**src/hw/lds_pkg.sv**
```systemverilog
// package for the led digit scan sequencer: constants, states, carriers
// assumes a single 250 MHz core clock domain
package lds_pkg;
   // clock and settle timing
   localparam int unsigned CORE_CLK_MHZ     = 250;
   localparam int unsigned SETTLE_TIME_US   = 1;
   localparam int unsigned SETTLE_CYCLES    = SETTLE_TIME_US * CORE_CLK_MHZ;

   // widths
   localparam int unsigned PORT_W = 8;
   localparam int unsigned WORD_W = 16;
   localparam int unsigned CNT_W  = 16;

   // constants and reset values
   localparam logic [7:0]  BLANK_VALUE      = 8'hff;
   localparam logic [15:0] FIRST_DIGIT_RST  = 16'hfff7;
   localparam logic [15:0] LAST_DIGIT_RST   = 16'h0fff;
   localparam logic [15:0] PTR_RST          = 16'h0000;

   // register offsets
   localparam logic [3:0] REG_CTRL       = 4'h0;
   localparam logic [3:0] REG_TABLE_BASE = 4'h1;
   localparam logic [3:0] REG_READ_PTR   = 4'h2;
   localparam logic [3:0] REG_DIGIT_SEL  = 4'h3;
   localparam logic [3:0] REG_FIRST_DIG  = 4'h4;
   localparam logic [3:0] REG_LAST_DIG   = 4'h5;
   localparam logic [3:0] REG_SETTLE     = 4'h6;
   localparam logic [3:0] REG_STATUS     = 4'h7;

   // ctrl / status bit positions
   localparam int unsigned CTRL_START_BIT  = 0;
   localparam int unsigned STAT_BUSY_BIT   = 0;
   localparam int unsigned STAT_HALT_BIT   = 1;
   localparam int unsigned STAT_RUN_BIT    = 2;

   typedef enum logic [2:0] {
      ST_HALT,
      ST_BLANK,
      ST_WAIT_COM,
      ST_FETCH,
      ST_WAIT_SEG,
      ST_ENABLE,
      ST_UPDATE,
      ST_FINISH
   } lds_state_e;

   // register port request
   typedef struct packed {
      logic [3:0]  addr;
      logic [15:0] wdata;
      logic        wr;
      logic        rd;
   } lds_req_s;

   // memory read request
   typedef struct packed {
      logic        rd;
      logic [15:0] addr;
   } lds_mem_req_s;
endpackage

```
**src/hw/lds_sync.sv**
```systemverilog
// two-flop synchroniser for a level coming from another domain
// assumes the input is asynchronous to i_core_clk
`timescale 1ns/1ps
module lds_sync
   import lds_pkg::*;
(
   // clock and control
   input  wire logic i_core_clk,
   input  wire logic i_reset,
   input  wire logic i_ce,
   // level
   input  wire logic i_async,
   output logic      o_sync
);
   logic meta_r;

   always_ff @(posedge i_core_clk) begin
      if (i_reset) begin
         meta_r <= 1'b0;
         o_sync <= 1'b0;
      end else if (i_ce) begin
         meta_r <= i_async;
         o_sync <= meta_r;
      end
   end
endmodule

```
**src/hw/lds_timer.sv**
```systemverilog
// settle wait counter: pulses o_done i_len cycles after i_start (two cycles when i_len is 1)
// assumes i_len of at least one
`timescale 1ns/1ps
module lds_timer
   import lds_pkg::*;
#(
   parameter int unsigned W = CNT_W
)
(
   // clock and control
   input  wire logic         i_core_clk,
   input  wire logic         i_reset,
   input  wire logic         i_ce,
   // request
   input  wire logic         i_start,
   input  wire logic [W-1:0] i_len,
   // answer
   output logic              o_done
);
   logic [W-1:0] cnt_r;
   logic         run_r;

   always_ff @(posedge i_core_clk) begin
      if (i_reset) begin
         cnt_r  <= '0;
         run_r  <= 1'b0;
         o_done <= 1'b0;
      end else if (i_ce) begin
         o_done <= 1'b0;
         if (i_start) begin
            cnt_r <= i_len - W'(1);
            run_r <= 1'b1;
         end else if (run_r) begin
            if (cnt_r <= W'(1)) begin
               run_r  <= 1'b0;
               o_done <= 1'b1;
            end else begin
               cnt_r <= cnt_r - W'(1);
            end
         end
      end
   end
endmodule

```
**src/hw/lds_seq.sv**
```systemverilog
// led digit scan sequencer: one digit per interval-timer event
// assumes a byte memory with one-cycle read latency and an asynchronous trigger pin
// Contract
// - interval trigger event alone starts a pass; the code also needs the ctrl start bit set
// - pass starts by driving digit port ff
// - wait one microsecond after blanking
// - segment port takes table byte unchanged
// - wait one microsecond after segment drive
// - settle wait lengthens for external drivers
// - digit port takes digit select variable
// - read pointer advances by one
// - digit select shifts right one bit
// - compare shifted select with last digit
// - on last digit reload pointer base
// - on last digit reload first digit
// - pass ends halted without return code
`timescale 1ns/1ps
module lds_seq
   import lds_pkg::*;
(
   // clock, reset, enable
   input  wire logic               i_core_clk,
   input  wire logic               i_reset,
   input  wire logic               i_ce,
   // trigger pin
   input  wire logic               i_interval_trigger_event,
   // register port
   input  wire logic [3:0]         i_reg_addr,
   input  wire logic [WORD_W-1:0]  i_reg_wdata,
   input  wire logic               i_reg_wr,
   input  wire logic               i_reg_rd,
   output logic      [WORD_W-1:0]  o_reg_rdata,
   // table memory
   output logic                    o_mem_rd,
   output logic      [WORD_W-1:0]  o_mem_addr,
   input  wire logic [PORT_W-1:0]  i_mem_rdata,
   // display pins
   output logic      [PORT_W-1:0]  o_segment_port,
   output logic      [PORT_W-1:0]  o_digit_select_port,
   // status
   output logic                    o_halted
);
   lds_state_e        state_r;
   logic              run_r;
   logic [WORD_W-1:0] table_base_addr_r;
   logic [WORD_W-1:0] read_ptr_r;
   logic [WORD_W-1:0] digit_sel_r;
   logic [WORD_W-1:0] first_digit_r;
   logic [WORD_W-1:0] last_digit_r;
   logic [CNT_W-1:0]  settle_len_r;
   logic              trig_s;
   logic              trig_d_r;
   logic              trig_evt;
   logic              tmr_start;
   logic              tmr_done;
   logic              last_hit;
   logic [WORD_W-1:0] sel_shift;
   logic              sw_wr_ptr;
   logic              sw_wr_sel;
   lds_req_s          req;
   logic [WORD_W-1:0] rdata_nxt;

   assign req = '{addr: i_reg_addr, wdata: i_reg_wdata,
                  wr: i_reg_wr, rd: i_reg_rd};

   // trigger pin crosses into the core clock
   lds_sync u_sync (
      .i_core_clk (i_core_clk),
      .i_reset    (i_reset),
      .i_ce       (i_ce),
      .i_async    (i_interval_trigger_event),
      .o_sync     (trig_s)
   );

   always_ff @(posedge i_core_clk) begin
      if (i_reset) begin
         trig_d_r <= 1'b0;
      end else if (i_ce) begin
         trig_d_r <= trig_s;
      end
   end

   // rising edge only; a level held high still starts a single pass
   assign trig_evt = trig_s & ~trig_d_r;

   lds_timer #(.W(CNT_W)) u_timer (
      .i_core_clk (i_core_clk),
      .i_reset    (i_reset),
      .i_ce       (i_ce),
      .i_start    (tmr_start),
      .i_len      (settle_len_r),
      .o_done     (tmr_done)
   );

   assign tmr_start = (state_r == ST_BLANK) || (state_r == ST_FETCH);
   assign sel_shift = digit_sel_r >> 1;
   assign last_hit  = (sel_shift == last_digit_r);

   // register writes that touch sequencer variables
   assign sw_wr_ptr = req.wr && (req.addr == REG_READ_PTR);
   assign sw_wr_sel = req.wr && (req.addr == REG_DIGIT_SEL);

   // pass state machine
   always_ff @(posedge i_core_clk) begin
      if (i_reset) begin
         state_r <= ST_HALT;
      end else if (i_ce) begin
         case (state_r)
            ST_HALT: begin
               if (run_r && trig_evt) begin
                  state_r <= ST_BLANK;
               end
            end
            ST_BLANK:    state_r <= ST_WAIT_COM;
            ST_WAIT_COM: begin
               if (tmr_done) begin
                  state_r <= ST_FETCH;
               end
            end
            ST_FETCH:    state_r <= ST_WAIT_SEG;
            ST_WAIT_SEG: begin
               if (tmr_done) begin
                  state_r <= ST_ENABLE;
               end
            end
            ST_ENABLE:   state_r <= ST_UPDATE;
            ST_UPDATE:   state_r <= ST_FINISH;
            ST_FINISH:   state_r <= ST_HALT;
            default:     state_r <= ST_HALT;
         endcase
      end
   end

   // software controls: start bit, base, first/last, settle length
   always_ff @(posedge i_core_clk) begin
      if (i_reset) begin
         run_r             <= 1'b0;
         table_base_addr_r <= PTR_RST;
         first_digit_r     <= FIRST_DIGIT_RST;
         last_digit_r      <= LAST_DIGIT_RST;
         settle_len_r      <= CNT_W'(SETTLE_CYCLES);
      end else if (i_ce && req.wr) begin
         case (req.addr)
            REG_CTRL:       run_r <= req.wdata[CTRL_START_BIT];
            REG_TABLE_BASE: table_base_addr_r <= req.wdata;
            REG_FIRST_DIG:  first_digit_r <= req.wdata;
            REG_LAST_DIG:   last_digit_r <= req.wdata;
            // longer settle for an external driver stage
            REG_SETTLE: begin
               if (req.wdata != '0) begin
                  settle_len_r <= req.wdata;
               end
            end
            default: ;
         endcase
      end
   end

   // read pointer; the sequencer wins over a software write in update
   always_ff @(posedge i_core_clk) begin
      if (i_reset) begin
         read_ptr_r <= PTR_RST;
      end else if (i_ce) begin
         if (state_r == ST_UPDATE) begin
            if (last_hit) begin
               read_ptr_r <= table_base_addr_r;
            end else begin
               read_ptr_r <= read_ptr_r + WORD_W'(1);
            end
         end else if (sw_wr_ptr) begin
            read_ptr_r <= req.wdata;
         end
      end
   end

   // digit select variable
   always_ff @(posedge i_core_clk) begin
      if (i_reset) begin
         digit_sel_r <= FIRST_DIGIT_RST;
      end else if (i_ce) begin
         if (state_r == ST_UPDATE) begin
            if (last_hit) begin
               digit_sel_r <= first_digit_r;
            end else begin
               digit_sel_r <= sel_shift;
            end
         end else if (sw_wr_sel) begin
            digit_sel_r <= req.wdata;
         end
      end
   end

   // memory fetch and display pins
   always_ff @(posedge i_core_clk) begin
      if (i_reset) begin
         o_mem_rd            <= 1'b0;
         o_mem_addr          <= PTR_RST;
         o_segment_port      <= '0;
         o_digit_select_port <= BLANK_VALUE;
      end else if (i_ce) begin
         o_mem_rd <= 1'b0;
         if (state_r == ST_HALT && run_r && trig_evt) begin
            o_digit_select_port <= BLANK_VALUE;
            o_mem_rd            <= 1'b1;
            o_mem_addr          <= read_ptr_r;
         end
         if (state_r == ST_FETCH) begin
            // memory answered one cycle after the request in blank
            o_segment_port <= i_mem_rdata;
         end
         if (state_r == ST_ENABLE) begin
            o_digit_select_port <= digit_sel_r[PORT_W-1:0];
         end
      end
   end

   // mem data is sampled in fetch; it must hold from the read until then
   always_comb begin
      rdata_nxt = '0;
      case (req.addr)
         REG_CTRL:       rdata_nxt[CTRL_START_BIT] = run_r;
         REG_TABLE_BASE: rdata_nxt = table_base_addr_r;
         REG_READ_PTR:   rdata_nxt = read_ptr_r;
         REG_DIGIT_SEL:  rdata_nxt = digit_sel_r;
         REG_FIRST_DIG:  rdata_nxt = first_digit_r;
         REG_LAST_DIG:   rdata_nxt = last_digit_r;
         REG_SETTLE:     rdata_nxt = settle_len_r;
         REG_STATUS: begin
            rdata_nxt[STAT_BUSY_BIT] = (state_r != ST_HALT);
            rdata_nxt[STAT_HALT_BIT] = (state_r == ST_HALT);
            rdata_nxt[STAT_RUN_BIT]  = run_r;
         end
         default:        rdata_nxt = '0;
      endcase
   end

   always_ff @(posedge i_core_clk) begin
      if (i_reset) begin
         o_reg_rdata <= '0;
         o_halted    <= 1'b1;
      end else if (i_ce) begin
         o_reg_rdata <= req.rd ? rdata_nxt : '0;
         // drops on the start edge itself, so a starting pass never
         // shows halted while the blank is driven
         o_halted    <= ((state_r == ST_HALT) && !(run_r && trig_evt))
                        || (state_r == ST_FINISH);
      end
   end
endmodule

```
**config.mk**
```make
export PLATFORM = sky130hd
export DESIGN_NAME = lds_seq
export DESIGN_NICKNAME = d
export VERILOG_FILES = /design/src/hw/lds_pkg.sv /design/src/hw/lds_sync.sv /design/src/hw/lds_timer.sv /design/src/hw/lds_seq.sv
export SDC_FILE = /design/constraint.sdc
export NUM_CORES = 1
export LEC_CHECK = 0
export BUFFER_PORTS_ARGS = -buffer_cell sky130_fd_sc_hd__buf_2
export CORE_MARGIN = 3
export CORE_UTILIZATION = 61
export CTS_BUF_LIST = sky130_fd_sc_hd__clkbuf_8
export DETAILED_ROUTE_END_ITERATION = 7
export PLACE_DENSITY = 0.87
export SLEW_MARGIN = 5
export SYNTH_ARGS = -nofsm -noshare
export SYNTH_HDL_FRONTEND = slang
export SYNTH_SLANG_ARGS = --single-unit
```
**constraint.sdc**
```tcl
create_clock -name i_core_clk -period 3.05 [get_ports i_core_clk]
set_input_delay 0.305 -clock i_core_clk [delete_from_list [all_inputs] [get_ports i_core_clk]]
set_output_delay 0.305 -clock i_core_clk [all_outputs]
set_load 0.01 [all_outputs]
```
* After elaboration in Yosys (flattened, before gate mapping)
Index checks and enable logic that the tools add are counted.
Cells by class: add/sub/neg operators 3, order comparisons 1, equal/unequal tests 19, mux-type cells 26, bitwise operators 2, reductions and logical operators 30
Operator list (number):
- 2-to-1 mux 16 bit | 10
- one-hot mux 13 bit (6 select lines) | 1
- subtractor 16 x 1 -> 16 bit (second input constant) | 2
- one-hot mux 3 bit (8 select lines) | 1
- AND reduction 2 bit | 9
- adder 16 x 1 -> 16 bit (second input constant) | 1
- equality test 15 x 16 -> 1 bit | 1
- equality test 4 x 3 -> 1 bit (second input constant) | 4
- less-or-equal comparator 16 x 1 -> 1 bit (second input constant) | 1
- 2-to-1 mux 8 bit | 2
- nonzero test 16 bit | 1
- one-hot mux 2 bit (7 select lines) | 1
- equality test 3 bit (second input constant) | 4
- 2-to-1 mux 3 bit | 3
- equality test 4 x 2 -> 1 bit (second input constant) | 2
- one-hot mux 1 bit (8 select lines) | 1
- nonzero test 2 bit | 4
- logical AND 1 bit | 7
- 2-to-1 mux 1 bit | 7
- equality test 3 x 2 -> 1 bit (second input constant) | 2
- AND reduction 3 bit | 2
- equality test 4 x 1 -> 1 bit (second input constant) | 1
- logical NOT 4 bit | 1
- != test 2 x 1 -> 1 bit (second input constant) | 2
- 9 further kinds | 11
Word-level totals: bits in registers 171, bits of input ports 34, output and inout port bits 50

* Logic depth before layout (Yosys ltp)
depth after elaboration 6, gate-level depth with buffers 10, gate-level depth less buffers 8

* By module
A second synthesis with hierarchy kept.
Second synthesis, totals: cell total of the unflattened synthesis 1067, area, all modules 8816.0 um^2
Modules (own cells, without submodules):
- lds_seq | times used 1, cells an instance 869, area each 7268.2 um^2
- lds_timer | times used 1, cells an instance 192, area each 1480.2 um^2
- lds_sync | times used 1, cells an instance 6, area each 67.6 um^2

* Worst setup path after synthesis
Ideal clock, no wire load.
path kind reg2reg, from reg u_timer.cnt_r[6], to reg u_timer.cnt_r[15], library setup time 117 ps, arrival 1988 ps, required time 2933 ps, slack 945 ps, stages on the path, launching flop included 8, path buffers 2, period minus slack after synthesis 2105 ps, cells stage by stage dfxtp_1 -> buf_6 -> or4_1 -> buf_2 -> or4_4 -> nor3_2 -> o21ai_1 -> a32o_1
Between the ends: cells in the longest elaborated chain, start to end 4, elaborated cells between the ends (all ways) 7
Ends and longest elaborated chain:
- start, declared | line lds_timer.sv:20 | logic [W-1:0] cnt_r;
- start signal, assigned | line lds_timer.sv:31 | cnt_r <= i_len - W'(1);
- start signal, assigned | line lds_timer.sv:38 | cnt_r <= cnt_r - W'(1);
- subtractor 16 x 1 -> 16 bit | line lds_timer.sv:38
- 2-to-1 mux 16 bit | line lds_timer.sv:34 | if (cnt_r <= W'(1)) begin
- 2-to-1 mux 16 bit | line lds_timer.sv:33 | end else if (run_r) begin
- 2-to-1 mux 16 bit | line lds_timer.sv:30 | if (i_start) begin
Several ways; a longest one is shown, not always the timed one. The select of a mux whose other input is x is not followed. A chain may end at the register's enable or synchronous reset.

* Final worst setup path
from reg u_timer.cnt_r[6], to reg u_timer.cnt_r[0]
Between the ends: cells in the longest elaborated chain, start to end 3
Ends and longest elaborated chain (line):
- less-or-equal comparator 16 x 1 -> 1 bit | lds_timer.sv:34
- != test 2 bit (no source line)
- AND reduction 3 bit (no source line)
Every way passes these cells.

==> results.cfg <==
[timing]
slew_headroom = 0.2979
period_minus_slack_ns = 2.393
hold_viol_final = 0
fin_crit_sh = 0.7844
skew_ns = 0.01637
setup_tns_ns = 0
rsz0062_at_grt = false
fmax_mhz = 418.0
tightest_slew_ns = 1.053
setup_viol = 0
whs_ns = 0.06989
drv_slew = 0

[synth]
synth_seq_cells = 171
syn_nets = 1036
synth_mux_area_frac = 0.09217
synth-compound-area-share = 0.2064
synthSimpleGateAreaFrac = 0.1943
netlist_area_mm2 = 0.008267
ys_seq_area_frac = 0.4141
synth.distinct_cells = 57
synth_edf_count = 0
syn_area_per_cell_um2 = 8.283
synthAdderAreaFrac = 0.006054
async_flop_share = 0
synthFlopType = dfxtp_1
synth-xor-area-share = 0.04556
syn-instance-count = 998
synth_top_family_by_area = compound AO/OA/AOI/OAI gates
yosys_warnings = 0

[power]
p_comb_frac = 0.053
p_per_area_mw_per_mm2 = 461.5
clockPowerShare = 0.413
p_int_uw = 3274
seqPwrFrac = 0.534
netSwitchingPower_uw = 962.1
ir_drop_v = 0.0003190
netSwitchingFraction = 0.2271
leakagePower_uw = 0.003565

[clock_network]
cts_tree = done
root_buffer = clkbuf_8
clk_latency_ns = 0.47
post-cts-setup-buffers = 0
ctsHoldBuffers = 0
clk_path_buf_depth = 2
cts_sinks = 171
numCtsBuffers = 17
h-tree-depth = 4
clkTransAtPathRegs_ns = 0.08
post_cts_resize_count = 0

[detailed_routing]
wl_met1_um = 10190
top_layer = met4
first_iter_violations = 1157
route.final.wire_length_um = 24410
antenna_left = 0
drc = 0
vias = 8045
routed-wl-met2_um = 11230
wire_per_inst_um = 19.86
dr.pass1.iters = 8
dr_wl_met3_um = 2213
via_per_inst = 6.546

[floorplanning]
die_y_um = 122.4
core_mm2 = 0.01293
die_w_um = 122.4
initial_core_util = 0.6395
row_count = 41
io-pin-count = 84
fp.dieArea_mm2 = 0.01498

[outcome]
outcome = completed

[min_path]
min_path_type = input pin to register

[global_route]
grt_overflow = 0
grt_pass1_wl_um = 38500
antenna_found_initial = 0
grt_max_degree = 99
grt.total_usage = 0.3276
grt_pass1_vias = 7234

[worst_setup_path]
cpPeakStageDelay_ns = 0.72
critPathMaxFanout = 8
cp_common_cell = nor4b_1
worstPathRequired_ns = 3.35
critical-path-top-delay-family = simple AND/OR/NAND/NOR gates
r2r_slack_ns = 0.66
crit_type = register to register
cp-start-kind = register
path_cells = or4_1, nor4b_1, nor4b_1, o21ai_0, a21oi_1
slowest_stage = nor4b_1
cp_num_buf_inv = 0
cp.arrival_ns = 2.69
endpoint_kind = register

[place]
routabilityCongestion = 0.9750
io_buffer_count = 83
hpwlAfterDp_um = 16640

[cells_and_area]
area_growth_pct = 11.05
drive_gt1_frac = 0.1343
final_core_util = 0.7101
finalNetCount = 1084
antenna_cells = 0

[flow_run]
drv_cap = 0
[worst paths after layout]
| kind | cells past startpoint | start | to |
|---|---|---|---|
| min | 3 | i_mem_rdata[3] | o_segment_port[3] |
| min reg2reg | 2 | o_mem_addr[6] | o_mem_addr[6] |
| max reg2reg | 5 | u_timer.cnt_r[6] | u_timer.cnt_r[0] |
| max | 5 | u_timer.cnt_r[6] | u_timer.cnt_r[0] |
[through the flow]
step	cells	area (um^2)	setup WS, ns	power [uW]
after floorplan	998	8267	0.9448	2432
final	1229	9180	0.6574	4237
after global routing	1229	9180	0.5399	4351
after global placement	1199	8746	0.8284	2529
after CTS	1229	9180	0.6698	4233
after detailed placement	1199	8746	0.7894	2530
[cells by family after synthesis]
| group | count (synthesis) |
|---|---|
| flops | 171 |
| compound gates | 269 |
| simple gates | 352 |
| xor+xnor | 43 |
| mux | 76 |
| buf+inv | 83 |
| fa+ha+maj | 4 |
[Yosys cell counts, drive strengths merged, types with 2 or more instances]
| cell | count | area share |
|---|---|---|
| and2 | 2 | 0.0015 |
| nand3b | 2 | 0.0018 |
| a22oi | 59 | 0.054 |
| nand4b | 3 | 0.0039 |
| buf | 20 | 0.013 |
| nor3b | 2 | 0.0018 |
| a221oi | 14 | 0.015 |
| o221ai | 5 | 0.0053 |
| a32oi | 2 | 0.0021 |
| a32o | 5 | 0.0061 |
| or3 | 2 | 0.0015 |
| nand3 | 19 | 0.012 |
| a31oi | 17 | 0.013 |
| a21oi | 82 | 0.050 |
| xnor2 | 20 | 0.021 |
| inv | 8 | 0.0036 |
| mux2i | 75 | 0.091 |
| or2 | 2 | 0.0015 |
| dfxtp | 171 | 0.41 |
| xor2 | 23 | 0.024 |
| nor4b | 4 | 0.0050 |
| clkbuf | 55 | 0.025 |
| nor4 | 16 | 0.012 |
| nor2 | 78 | 0.035 |
| nand4 | 9 | 0.0068 |
| ha | 4 | 0.0061 |
| o22ai | 12 | 0.0091 |
| nor2b | 2 | 0.0015 |
| nor3 | 32 | 0.020 |
| or4 | 6 | 0.0064 |
| nand2 | 160 | 0.073 |
| o21ai | 57 | 0.035 |
| nand2b | 3 | 0.0023 |
| o211ai | 6 | 0.0054 |
| and3 | 7 | 0.0053 |
[state kept, by name, summed over array words and instances, names as in the netlist]
name                 flops
u_timer.o_done           1
u_sync.meta_r            1
u_timer.cnt_r           16
state_r                  3
run_r                    1
u_sync.o_sync            1
table_base_addr_r       16
o_mem_addr              16
read_ptr_r              16
u_timer.run_r            1
digit_sel_r             16
o_segment_port           8
settle_len_r            16
o_digit_select_port      8
o_reg_rdata             16
o_mem_rd                 1
trig_d_r                 1
first_digit_r           16
last_digit_r            16
o_halted                 1
[metal layers]
metal	global-route usage	up-vias
met5	0	-
met4	0.1309	0
met3	0.06406	62
met2	0.5057	459
met1	0.4529	3821
li1	-	3703
[power by group through the flow]
stage	sequential (uW)	clock [uW]	combinational, uW
global placement	2310	0	214
global route	2270	1850	235
floorplan	2310	0	122
finish	2260	1750	223
detailed placement	2320	0	214
CTS	2260	1750	215
[cell usage in the layout, fill, tap and decap left out, types with 6 or more instances in the layout]
master and n:
o211ai_1 6, a31oi_1 17, a21oi_1 82, and3_1 7, a22oi_1 59, buf_4 22
mux2i_1 75, xnor2_1 20, nand2_1 160, o21ai_0 55, buf_2 82, nand4_1 9
nor2_1 78, dfxtp_1 171, inv_1 10, nor3_1 31, o22ai_1 12, clkbuf_8 21
nand3_1 19, nor4_1 16, a221oi_1 14, xor2_1 23
[layout make-up]
| type | instances | area (um^2) |
|---|---|---|
| repair buffers | 104 | 575.6 |
| flip-flops and latches | 171 | 3423 |
| clock buffers | 21 | 289.0 |
| clock inverters | 9 | 145.1 |
| multi-input cells | 744 | 4502 |
| inverters | 8 | 30.03 |
| well taps | 172 | 215.2 |
| fillers | 1048 | 3747 |
[worst register-to-register path, cell delays in order, from the launching register on]
cell	delay [ns]
dfxtp_1	0.39
or4_1	0.68
nor4b_1	0.72
nor4b_1	0.13
o21ai_0	0.22
a21oi_1	0.10
(Power assumes the default switching activity.)
